===== src/verilog/pic_pkg.sv =====
`default_nettype none
package pic_pkg;
   localparam int NUM_SRC      = 46;
   localparam int NUM_FIXED    = 6;
   localparam int NUM_FIELDS   = 40;
   localparam int NUM_PRI_REGS = 5;
   localparam int DEBUG_FIELDS = 5;
   localparam int NUM_LEVELS   = 4;
   localparam int DATA_W       = 16;
   localparam int ADDR_W       = 5;
   localparam int VEC_W        = 7;
   localparam int VADDR_W      = 32;
   localparam int PAD_W        = VADDR_W - DATA_W - VEC_W;

   localparam logic [ADDR_W-1:0] OFS_PRI0   = 5'h00;
   localparam logic [ADDR_W-1:0] OFS_VBA    = 5'h05;
   localparam logic [ADDR_W-1:0] OFS_FM0    = 5'h06;
   localparam logic [ADDR_W-1:0] OFS_FVL0   = 5'h07;
   localparam logic [ADDR_W-1:0] OFS_FVH0   = 5'h08;
   localparam logic [ADDR_W-1:0] OFS_FM1    = 5'h09;
   localparam logic [ADDR_W-1:0] OFS_FVL1   = 5'h0a;
   localparam logic [ADDR_W-1:0] OFS_FVH1   = 5'h0b;
   localparam logic [ADDR_W-1:0] OFS_PEND0  = 5'h0c;
   localparam logic [ADDR_W-1:0] OFS_PEND1  = 5'h0d;
   localparam logic [ADDR_W-1:0] OFS_PEND2  = 5'h0e;
   localparam logic [ADDR_W-1:0] OFS_CTRL   = 5'h12;

   localparam logic [DATA_W-1:0] REG_RESET     = 16'h0000;
   localparam logic [DATA_W-1:0] PRI0_WMASK    = 16'hc3ff;
   localparam logic [DATA_W-1:0] PRI1_WMASK    = 16'hfcff;
   localparam logic [DATA_W-1:0] PRI2_WMASK    = 16'hf3ff;
   localparam logic [DATA_W-1:0] PRI_FULL_MASK = 16'hffff;

   localparam logic [1:0] FIXED_LEVEL = 2'h3;
   localparam logic [1:0] FAST_LEVEL  = 2'h2;
   localparam logic [1:0] BASE_NORMAL = 2'h0;
   localparam logic [1:0] BASE_DEBUG  = 2'h1;

   localparam int CTRL_DIS_BIT = 5;
   localparam int CTRL_VEC_LSB = 6;
   localparam int CTRL_LVL_LSB = 13;
   localparam int CTRL_REQ_BIT = 15;

   localparam logic [VADDR_W-1:0] BOOT_ADDR = 32'h0000_0000;

   typedef struct packed {
      logic              wr;
      logic              rd;
      logic [ADDR_W-1:0] addr;
      logic [DATA_W-1:0] wdata;
   } pic_bus_req_t;

   typedef struct packed {
      logic               req;
      logic               fast;
      logic [1:0]         level;
      logic [VEC_W-1:0]   num;
      logic [VADDR_W-1:0] addr;
   } pic_vec_t;
endpackage
`default_nettype wire


===== src/verilog/pic_ffs.sv =====
`timescale 1ns/10ps
`default_nettype none
// Finds the lowest-numbered active request.
module pic_ffs
   import pic_pkg::*;
#(
   parameter int N     = 46,
   parameter int IDX_W = 7
)
(
   input  wire logic [N-1:0]     i_req,    // Active requests
   output var  logic             o_found,  // Any request active
   output var  logic [IDX_W-1:0] o_idx     // Lowest active index
);
   always_comb
   begin
      o_found = 1'b0;
      o_idx   = '0;
      for (int i = N - 1; i >= 0; i--)
      begin
         if (i_req[i])
         begin
            o_found = 1'b1;
            o_idx   = i[IDX_W-1:0];
         end
      end
   end
endmodule
`default_nettype wire


===== src/verilog/pic_field_dec.sv =====
`timescale 1ns/10ps
`default_nettype none
// Turns a two-bit priority field into an enable and a level.
module pic_field_dec
   import pic_pkg::*;
#(
   parameter logic [1:0] LEVEL_BASE = 2'h0
)
(
   input  wire logic [1:0] i_field,  // Priority field
   output var  logic       o_en,     // Source enabled
   output var  logic [1:0] o_level   // Decoded level
);
   always_comb
   begin
      o_en    = |i_field;
      o_level = 2'(i_field - 2'h1 + LEVEL_BASE);
   end
endmodule
`default_nettype wire


===== src/verilog/pic_top.sv =====
`timescale 1ns/10ps
`default_nettype none
module pic_top
   import pic_pkg::*;
(
   input  wire logic               i_sys_clk,      // System clock
   input  wire logic               i_rst,          // Asynchronous reset, active high
   input  wire pic_bus_req_t       i_bus,          // Register bus request
   output var  logic [DATA_W-1:0]  o_rdata,        // Register read data
   output var  logic               o_rd_valid,     // Read data valid pulse
   input  wire logic [NUM_SRC-1:0] i_irq,          // Interrupt requests, high active
   input  wire logic [1:0]         i_sr_mask,      // Core status mask bits
   input  wire logic               i_low_power,    // Core in wait or stop mode
   input  wire logic               i_boot_ack,     // Core took the boot address
   output pic_vec_t                o_vec,          // Request, level, vector and address
   output logic                    o_wake,         // Wake request to system integration
   output logic                    o_boot_en,      // Boot address is being driven
   output logic [VADDR_W-1:0]      o_boot_addr     // Initial fetch address
);
   logic [DATA_W-1:0]  pri_q [NUM_PRI_REGS];
   logic [DATA_W-1:0]  vba_q;
   logic [DATA_W-1:0]  fm_q  [2];
   logic [DATA_W-1:0]  fvl_q [2];
   logic [DATA_W-1:0]  fvh_q [2];
   logic               dis_q;
   logic [NUM_SRC-1:0] src_en;
   logic [1:0]         src_lvl [NUM_SRC];
   logic [NUM_SRC-1:0] active;
   logic [NUM_SRC-1:0] lvl_req [NUM_LEVELS];
   logic [NUM_LEVELS-1:0] lvl_found;
   logic [VEC_W-1:0]   lvl_idx [NUM_LEVELS];
   logic [NUM_SRC-1:0] en_snap_q;
   pic_vec_t           vec_d;
   pic_vec_t           vec_q;
   logic [NUM_SRC-1:0] win_same;
   logic [1:0]         win_lvl;
   logic               win_any;
   logic [VEC_W-1:0]   win_num;
   logic               fast0;
   logic               fast1;
   logic [NUM_SRC-1:0] win_same_q;
   logic               wake_q;
   logic               boot_en_q;
   logic [VADDR_W-1:0] boot_addr_q;

   function automatic logic [DATA_W-1:0] pri_wmask(input int idx);
      if (idx == 0)
         return PRI0_WMASK;
      else if (idx == 1)
         return PRI1_WMASK;
      else if (idx == 2)
         return PRI2_WMASK;
      else
         return PRI_FULL_MASK;
   endfunction

   ////////////////////////////////////////////////////////////////////////////////////////////////
   // Register writes.
   always_ff @(posedge i_sys_clk or posedge i_rst)
   begin
      if (i_rst)
      begin
         for (int i = 0; i < NUM_PRI_REGS; i++)
            pri_q[i] <= REG_RESET;
         vba_q <= REG_RESET;
         for (int s = 0; s < 2; s++)
         begin
            fm_q[s]  <= REG_RESET;
            fvl_q[s] <= REG_RESET;
            fvh_q[s] <= REG_RESET;
         end
         dis_q <= 1'b0;
      end
      else if (i_bus.wr)
      begin
         for (int i = 0; i < NUM_PRI_REGS; i++)
            if (i_bus.addr == OFS_PRI0 + ADDR_W'(i))
               pri_q[i] <= i_bus.wdata & pri_wmask(i);
         if (i_bus.addr == OFS_VBA)
            vba_q <= i_bus.wdata;
         else if (i_bus.addr == OFS_FM0)
            fm_q[0] <= i_bus.wdata;
         else if (i_bus.addr == OFS_FVL0)
            fvl_q[0] <= i_bus.wdata;
         else if (i_bus.addr == OFS_FVH0)
            fvh_q[0] <= i_bus.wdata;
         else if (i_bus.addr == OFS_FM1)
            fm_q[1] <= i_bus.wdata;
         else if (i_bus.addr == OFS_FVL1)
            fvl_q[1] <= i_bus.wdata;
         else if (i_bus.addr == OFS_FVH1)
            fvh_q[1] <= i_bus.wdata;
         else if (i_bus.addr == OFS_CTRL)
            dis_q <= i_bus.wdata[CTRL_DIS_BIT];
      end
   end

   ////////////////////////////////////////////////////////////////////////////////////////////////
   // Register reads; unmapped offsets read as zero.
   always_ff @(posedge i_sys_clk or posedge i_rst)
   begin
      if (i_rst)
      begin
         o_rdata    <= REG_RESET;
         o_rd_valid <= 1'b0;
      end
      else
      begin
         o_rd_valid <= i_bus.rd;
         if (i_bus.rd)
         begin
            if (i_bus.addr < OFS_VBA)
               o_rdata <= pri_q[i_bus.addr[2:0]];
            else if (i_bus.addr == OFS_VBA)
               o_rdata <= vba_q;
            else if (i_bus.addr == OFS_FM0)
               o_rdata <= fm_q[0];
            else if (i_bus.addr == OFS_FVL0)
               o_rdata <= fvl_q[0];
            else if (i_bus.addr == OFS_FVH0)
               o_rdata <= fvh_q[0];
            else if (i_bus.addr == OFS_FM1)
               o_rdata <= fm_q[1];
            else if (i_bus.addr == OFS_FVL1)
               o_rdata <= fvl_q[1];
            else if (i_bus.addr == OFS_FVH1)
               o_rdata <= fvh_q[1];
            else if (i_bus.addr == OFS_PEND0)
               o_rdata <= i_irq[15:0];
            else if (i_bus.addr == OFS_PEND1)
               o_rdata <= i_irq[31:16];
            else if (i_bus.addr == OFS_PEND2)
               o_rdata <= {2'h0, i_irq[NUM_SRC-1:32]};
            else if (i_bus.addr == OFS_CTRL)
               o_rdata <= {vec_q.req, vec_q.level, vec_q.num, dis_q, 5'h00};
            else
               o_rdata <= REG_RESET;
         end
      end
   end

   ////////////////////////////////////////////////////////////////////////////////////////////////
   // Per-source enable and level.
   generate
      for (genvar g = 0; g < NUM_SRC; g++)
      begin : g_src
         if (g < NUM_FIXED)
         begin : g_fixed
            assign src_en[g]  = 1'b1;
            assign src_lvl[g] = FIXED_LEVEL;
         end
         else
         begin : g_prog
            localparam int K = g - NUM_FIXED;
            localparam int R = K / 8;
            localparam int P = (K % 8) * 2;
            localparam logic [1:0] BASE = (R == 0 && (K % 8) < DEBUG_FIELDS) ? BASE_DEBUG : BASE_NORMAL;
            pic_field_dec #(
               .LEVEL_BASE (BASE)
            ) u_dec (
               .i_field    (pri_q[R][P+1:P]),
               .o_en       (src_en[g]),
               .o_level    (src_lvl[g])
            );
         end
      end
   endgenerate

   assign active = i_irq & src_en;

   generate
      for (genvar l = 0; l < NUM_LEVELS; l++)
      begin : g_lvl
         always_comb
         begin
            for (int i = 0; i < NUM_SRC; i++)
               lvl_req[l][i] = active[i] && (src_lvl[i] == 2'(l)) && (2'(l) >= i_sr_mask);
         end
         pic_ffs #(
            .N       (NUM_SRC),
            .IDX_W   (VEC_W)
         ) u_ffs (
            .i_req   (lvl_req[l]),
            .o_found (lvl_found[l]),
            .o_idx   (lvl_idx[l])
         );
      end
   endgenerate

   ////////////////////////////////////////////////////////////////////////////////////////////////
   // Level arbitration and vector forming.
   always_comb
   begin
      win_any  = 1'b0;
      win_lvl  = 2'h0;
      win_num  = '0;
      win_same = '0;
      for (int l = 0; l < NUM_LEVELS; l++)
      begin
         if (lvl_found[l])
         begin
            win_any  = 1'b1;
            win_lvl  = 2'(l);
            win_num  = lvl_idx[l];
            win_same = lvl_req[l];
         end
      end
      fast0 = (fm_q[0][VEC_W-1:0] == win_num) && (win_lvl == FAST_LEVEL);
      fast1 = (fm_q[1][VEC_W-1:0] == win_num) && (win_lvl == FAST_LEVEL);
      vec_d.req   = win_any && !dis_q;
      vec_d.fast  = vec_d.req && (fast0 || fast1);
      vec_d.level = win_lvl;
      vec_d.num   = win_num;
      if (vec_d.fast && fast0)
         vec_d.addr = {fvh_q[0], fvl_q[0]};
      else if (vec_d.fast)
         vec_d.addr = {fvh_q[1], fvl_q[1]};
      else
         vec_d.addr = {{PAD_W{1'b0}}, vba_q, win_num};
   end

   always_ff @(posedge i_sys_clk or posedge i_rst)
   begin
      if (i_rst)
      begin
         vec_q      <= '0;
         win_same_q <= '0;
      end
      else
      begin
         vec_q      <= vec_d;
         win_same_q <= win_same;
      end
   end

   assign o_vec = vec_q;

   ////////////////////////////////////////////////////////////////////////////////////////////////
   // Wake-up; enables freeze while the core sleeps.
   always_ff @(posedge i_sys_clk or posedge i_rst)
   begin
      if (i_rst)
      begin
         en_snap_q <= '0;
         wake_q    <= 1'b0;
      end
      else
      begin
         if (!i_low_power)
            en_snap_q <= src_en;
         wake_q <= i_low_power && |(i_irq & en_snap_q);
      end
   end

   assign o_wake = wake_q;

   ////////////////////////////////////////////////////////////////////////////////////////////////
   // Boot address drive after reset.
   always_ff @(posedge i_sys_clk or posedge i_rst)
   begin
      if (i_rst)
      begin
         boot_en_q   <= 1'b1;
         boot_addr_q <= BOOT_ADDR;
      end
      else
      begin
         boot_addr_q <= BOOT_ADDR;
         if (i_boot_ack)
            boot_en_q <= 1'b0;
      end
   end

   assign o_boot_en   = boot_en_q;
   assign o_boot_addr = boot_addr_q;
endmodule
`default_nettype wire


===== config.mk =====
export PLATFORM = sky130hd
export DESIGN_NAME = pic_top
export DESIGN_NICKNAME = d
export VERILOG_FILES = /design/src/verilog/pic_pkg.sv /design/src/verilog/pic_ffs.sv /design/src/verilog/pic_field_dec.sv /design/src/verilog/pic_top.sv
export SDC_FILE = /design/constraint.sdc
export NUM_CORES = 1
export LEC_CHECK = 0
export ABC_CLOCK_PERIOD_IN_PS = 10450
export BUFFER_PORTS_ARGS = -buffer_cell sky130_fd_sc_hd__buf_2
export CAP_MARGIN = 40
export CORE_MARGIN = 8
export CORE_UTILIZATION = 62
export CTS_BUF_LIST = sky130_fd_sc_hd__clkbuf_4 sky130_fd_sc_hd__clkbuf_8
export CTS_CLUSTER_DIAMETER = 100
export DETAILED_ROUTE_END_ITERATION = 7
export PLACE_DENSITY = 0.83
export SLEW_MARGIN = 10
export SYNTH_ARGS = -nofsm -noshare
export SYNTH_HDL_FRONTEND = slang
export SYNTH_SLANG_ARGS = --single-unit

===== constraint.sdc =====
create_clock -name i_sys_clk -period 10.45 [get_ports i_sys_clk]
set_clock_uncertainty 0.05 [all_clocks]
set_input_delay 1.045 -clock i_sys_clk [delete_from_list [all_inputs] [get_ports i_sys_clk]]
set_output_delay 1.045 -clock i_sys_clk [all_outputs]
set_load 0.01 [all_outputs]

==> results.cfg <==
[floorplanning]
die_area_um2 = 31700
horizontal_die_dimension_um = 178
floorplan_die_height_um = 178
floorplan.core_area_um2 = 25900
initial_utilization_pct = 62.8
i_o_pins = 169
rows = 59

[clocking]
cts_tree = built
holdBufCountCts = 0
worst_skew_pair.late_latency_ps = 580
clk_pin_slew_worst_paths_ps = 70
htree_num_levels = 2
cts_inserted_buffers = 47
clock_sinks = 283
cts_setup_buffers = 0
cts.repair.resized = 0
clk_path_buf_depth = 3
clock-root-buffer = sky130_fd_sc_hd__clkbuf_8

[global_routing]
grt_start_max_net_pins = 127
globalRouteOverflowTotal = 0
grt_pass1_vias = 14500
groute.layer.met3.usage_pct = 12.6
grtUsageMet1_pct = 53.0
grt_antenna_before_repair = 1
grt_first_pass_wirelength_um = 96000
grt.total_usage_pct = 41.3
gr-max-usage-layer = met2
groute.layer.met2.usage_pct = 62.6

[route]
final_wl_um = 66300
iteration_0_drc_count_of_the_detailed_router = 2165
remaining_number_of_nets_flagged_by_the_antenna_check_after_routing = 0
detail_route.first_pass.iterations = 8
via_count = 14800
drcViolationCount = 4
vias_per_cell = 7.29
drt-wirelength-per-cell_um = 32.6

[final_layout]
finalNonFillerCells = 2036
sequential_cell_area_um2 = 7080
postLayoutCellArea_um2 = 18300
fill_cells = 1836
layout_commonest_cell = sky130_fd_sc_hd__dfrtp_1
layout.nets = 1742
footprint_of_the_multi_input_gates_um2 = 8620
leading_cell_types_in_the_layout_fill_and_taps_excluded = 282 x sky130_fd_sc_hd__dfrtp_1, 206 x sky130_fd_sc_hd__mux2_2, 135 x sky130_fd_sc_hd__buf_2
drive_above_1_share_pct = 30.1
syn_to_layout_area_delta_pct = 12.1

[setup_path]
critPathSlowestCell = sky130_fd_sc_hd__or2_1
cp_data_required_time_ps = 10860
regToRegSetupSlack_ps = 5590
critical-path-max-stage-delay_ps = 740
critPathArrivalTime_ps = 5940
setup.worst_path.start_class = input pin
crit_end = o_vec[11]$_DFF_PP0_
timing.critical_path.cells = buf_2 -> or2_1 -> nor3_1 -> o21ai_0 -> a22oi_1 -> o311ai_0 -> a21oi_1 -> or3_1 -> and2_1 -> xnor2_1 -> nor3b_2 -> buf_4 -> mux2_2
timing.critical_path.to_type = flop
cp-startpoint = i_sr_mask[1]
regToRegEndpoint = o_vec[11]$_DFF_PP0_
setup.worst_path.class = in -> reg
reg2reg_from = pri_q[16]$_DFFE_PP0P_
highest_net_fanout_along_the_worst_path = 47
worst-r2r-cell-count = 12

[placement]
postPlaceCellArea_um2 = 17300
place_worst_setup_slack_ps = 4560
io_buffer_count = 135
placedCellCount = 1952
dp_hpwl_um = 47800
weighted_congestion_reported_at_the_end_of_routability_driven_placement = 1.05

[timing]
timing.max_slew.rel_slack_pct = 36.6
transition_time_at_the_pin_with_the_least_slew_margin_ps = 939
fin_crit_sh_pct = 52.9
slew_viol_final = 0
clock.fmax_ghz = 0.181
setup_tns_ps = 0
finalWorstSetupSlack_ps = 4920
min_period_ps = 5530
finalHoldViolCount = 0
setup_repair_after_global_routing_missed_its_margin = false
report.final.setup_viol = 0

[yosys]
avgSynthCellArea_um2 = 10.6
synth.ff_latch_count = 283
synth-edff-count = 0
synth_async_sr_flop_share_pct = 100
synthCells = 1538
ys_seq_area_share_pct = 43.5
synth_area_um2 = 16300
ys_types = 91
synth_flop_cell = sky130_fd_sc_hd__dfrtp_1
ys.warnings.count = 0

[outcome]
failed_checks = design-rule violations
status = complete, but fails checks

[min_path]
min-delay-path-class = in -> async

[power_and_ir_drop]
power.density_nw_per_um2 = 185
peakVddDrop_mv = 0.177
fin_total_pwr_mw = 3.38
p_leak_nw = 8.34

[flow_run]
cap_violations = 0
[report_power, final]
part	switching [mW]	leakage [nW]	internal (mW)	total [mW]
registers	0.280	3.61	1.29	1.57
clock network	0.466	0.506	0.547	1.01
logic	0.446	4.23	0.355	0.801
total	1.19	8.34	2.19	3.38
[layer usage]
layer,up-vias,part of all wire (%)
met2,1202,44
met4,0,5.7
met5,-,0
met1,7337,37
li1,6037,-
met3,271,13
[worst min path at each step]
stage,start,to,slack (ps),cells past startpoint
after floorplan,dis_q$_DFFE_PP0P_,o_vec[42]$_DFF_PP0_,380,1
after global placement,o_rdata[13]$_DFFE_PP0P_,o_rdata[13]$_DFFE_PP0P_,410,1
after detailed placement,en_snap_q[5]$_DFFE_PP0N_,en_snap_q[5]$_DFFE_PP0N_,410,1
after CTS,i_rst,fvh_q[12]$_DFFE_PP0P_,320,2
after global routing,i_rst,fvh_q[14]$_DFFE_PP0P_,320,2
final,i_rst,fvh_q[14]$_DFFE_PP0P_,330,2
[worst max-delay path: cells and delay by family]
kind	cells	cell delay, ps
compound gates	4	1210
xor+xnor	1	190
buf+inv	2	1010
mux	1	400
simple gates	5	2030
[registers in the layout (all words and copies together) (netlist names)]
name / count
dis_q: 1
en_snap_q: 37
fm_q: 32
fvh_q: 32
fvl_q: 32
o_boot_en: 1
o_rd_valid: 1
o_rdata: 16
o_vec: 42
o_wake: 1
pri_q: 72
vba_q: 16
[area by class of cell]
| type | instances | area share [%] |
|---|---|---|
| Multi-Input combinational cell | 1152 | 47.2 |
| Sequential cell | 283 | 38.8 |
| Timing Repair Buffer | 164 | 5.95 |
| Clock buffer | 65 | 4.63 |
| Tap cell | 335 | 2.30 |
| Clock inverter | 14 | 0.583 |
| Inverter | 19 | 0.432 |
| Antenna cell | 4 | 0.0548 |
[cells by family after synthesis]
kind of cell / count (synthesis) / share of synthesized area [%]
other: 1 / 0.0230
flip-flops: 283 / 43.5
AO/OA/AOI/OAI: 348 / 15.1
buffers and inverters: 135 / 4.34
XOR/XNOR: 6 / 0.369
multiplexers: 261 / 19.0
AND/OR/NAND/NOR: 504 / 17.7
[metrics by stage]
stage / hold WS [ps] / util [%]
6_report: 328 / 70.4
4_1_cts: 325 / 70.3
5_1_grt: 324 / 70.4
3_5_place_dp: 415 / 66.7
2_1_floorplan: 384 / -
3_3_place_gp: 406 / 65.5
[synthesized netlist by cell type (14+ instances only)]
cell type                   instances  area, µm²
sky130_fd_sc_hd__a211oi_1          15        113
sky130_fd_sc_hd__a21oi_1           52        260
sky130_fd_sc_hd__a221oi_1          23        201
sky130_fd_sc_hd__a22o_1            16        140
sky130_fd_sc_hd__a22oi_1           45        338
sky130_fd_sc_hd__a31oi_1           17        106
sky130_fd_sc_hd__and3b_1           15        131
sky130_fd_sc_hd__buf_4             33        248
sky130_fd_sc_hd__clkbuf_1          62        233
sky130_fd_sc_hd__dfrtp_1          282       7060
sky130_fd_sc_hd__inv_1             19       71.3
sky130_fd_sc_hd__mux2_2           206       2320
sky130_fd_sc_hd__mux2_4            19        285
sky130_fd_sc_hd__mux2i_1           26        260
sky130_fd_sc_hd__nand2_1          126        473
sky130_fd_sc_hd__nand2b_1          14       87.6
sky130_fd_sc_hd__nand3_1           52        260
sky130_fd_sc_hd__nand3b_1          23        173
sky130_fd_sc_hd__nand4bb_1         15        169
sky130_fd_sc_hd__nor2_1           114        428
sky130_fd_sc_hd__nor3_1            19       95.1
sky130_fd_sc_hd__nor4bb_1          21        210
sky130_fd_sc_hd__o21ai_0           72        360
No activity file was read; power rests on OpenSTA's default activity.
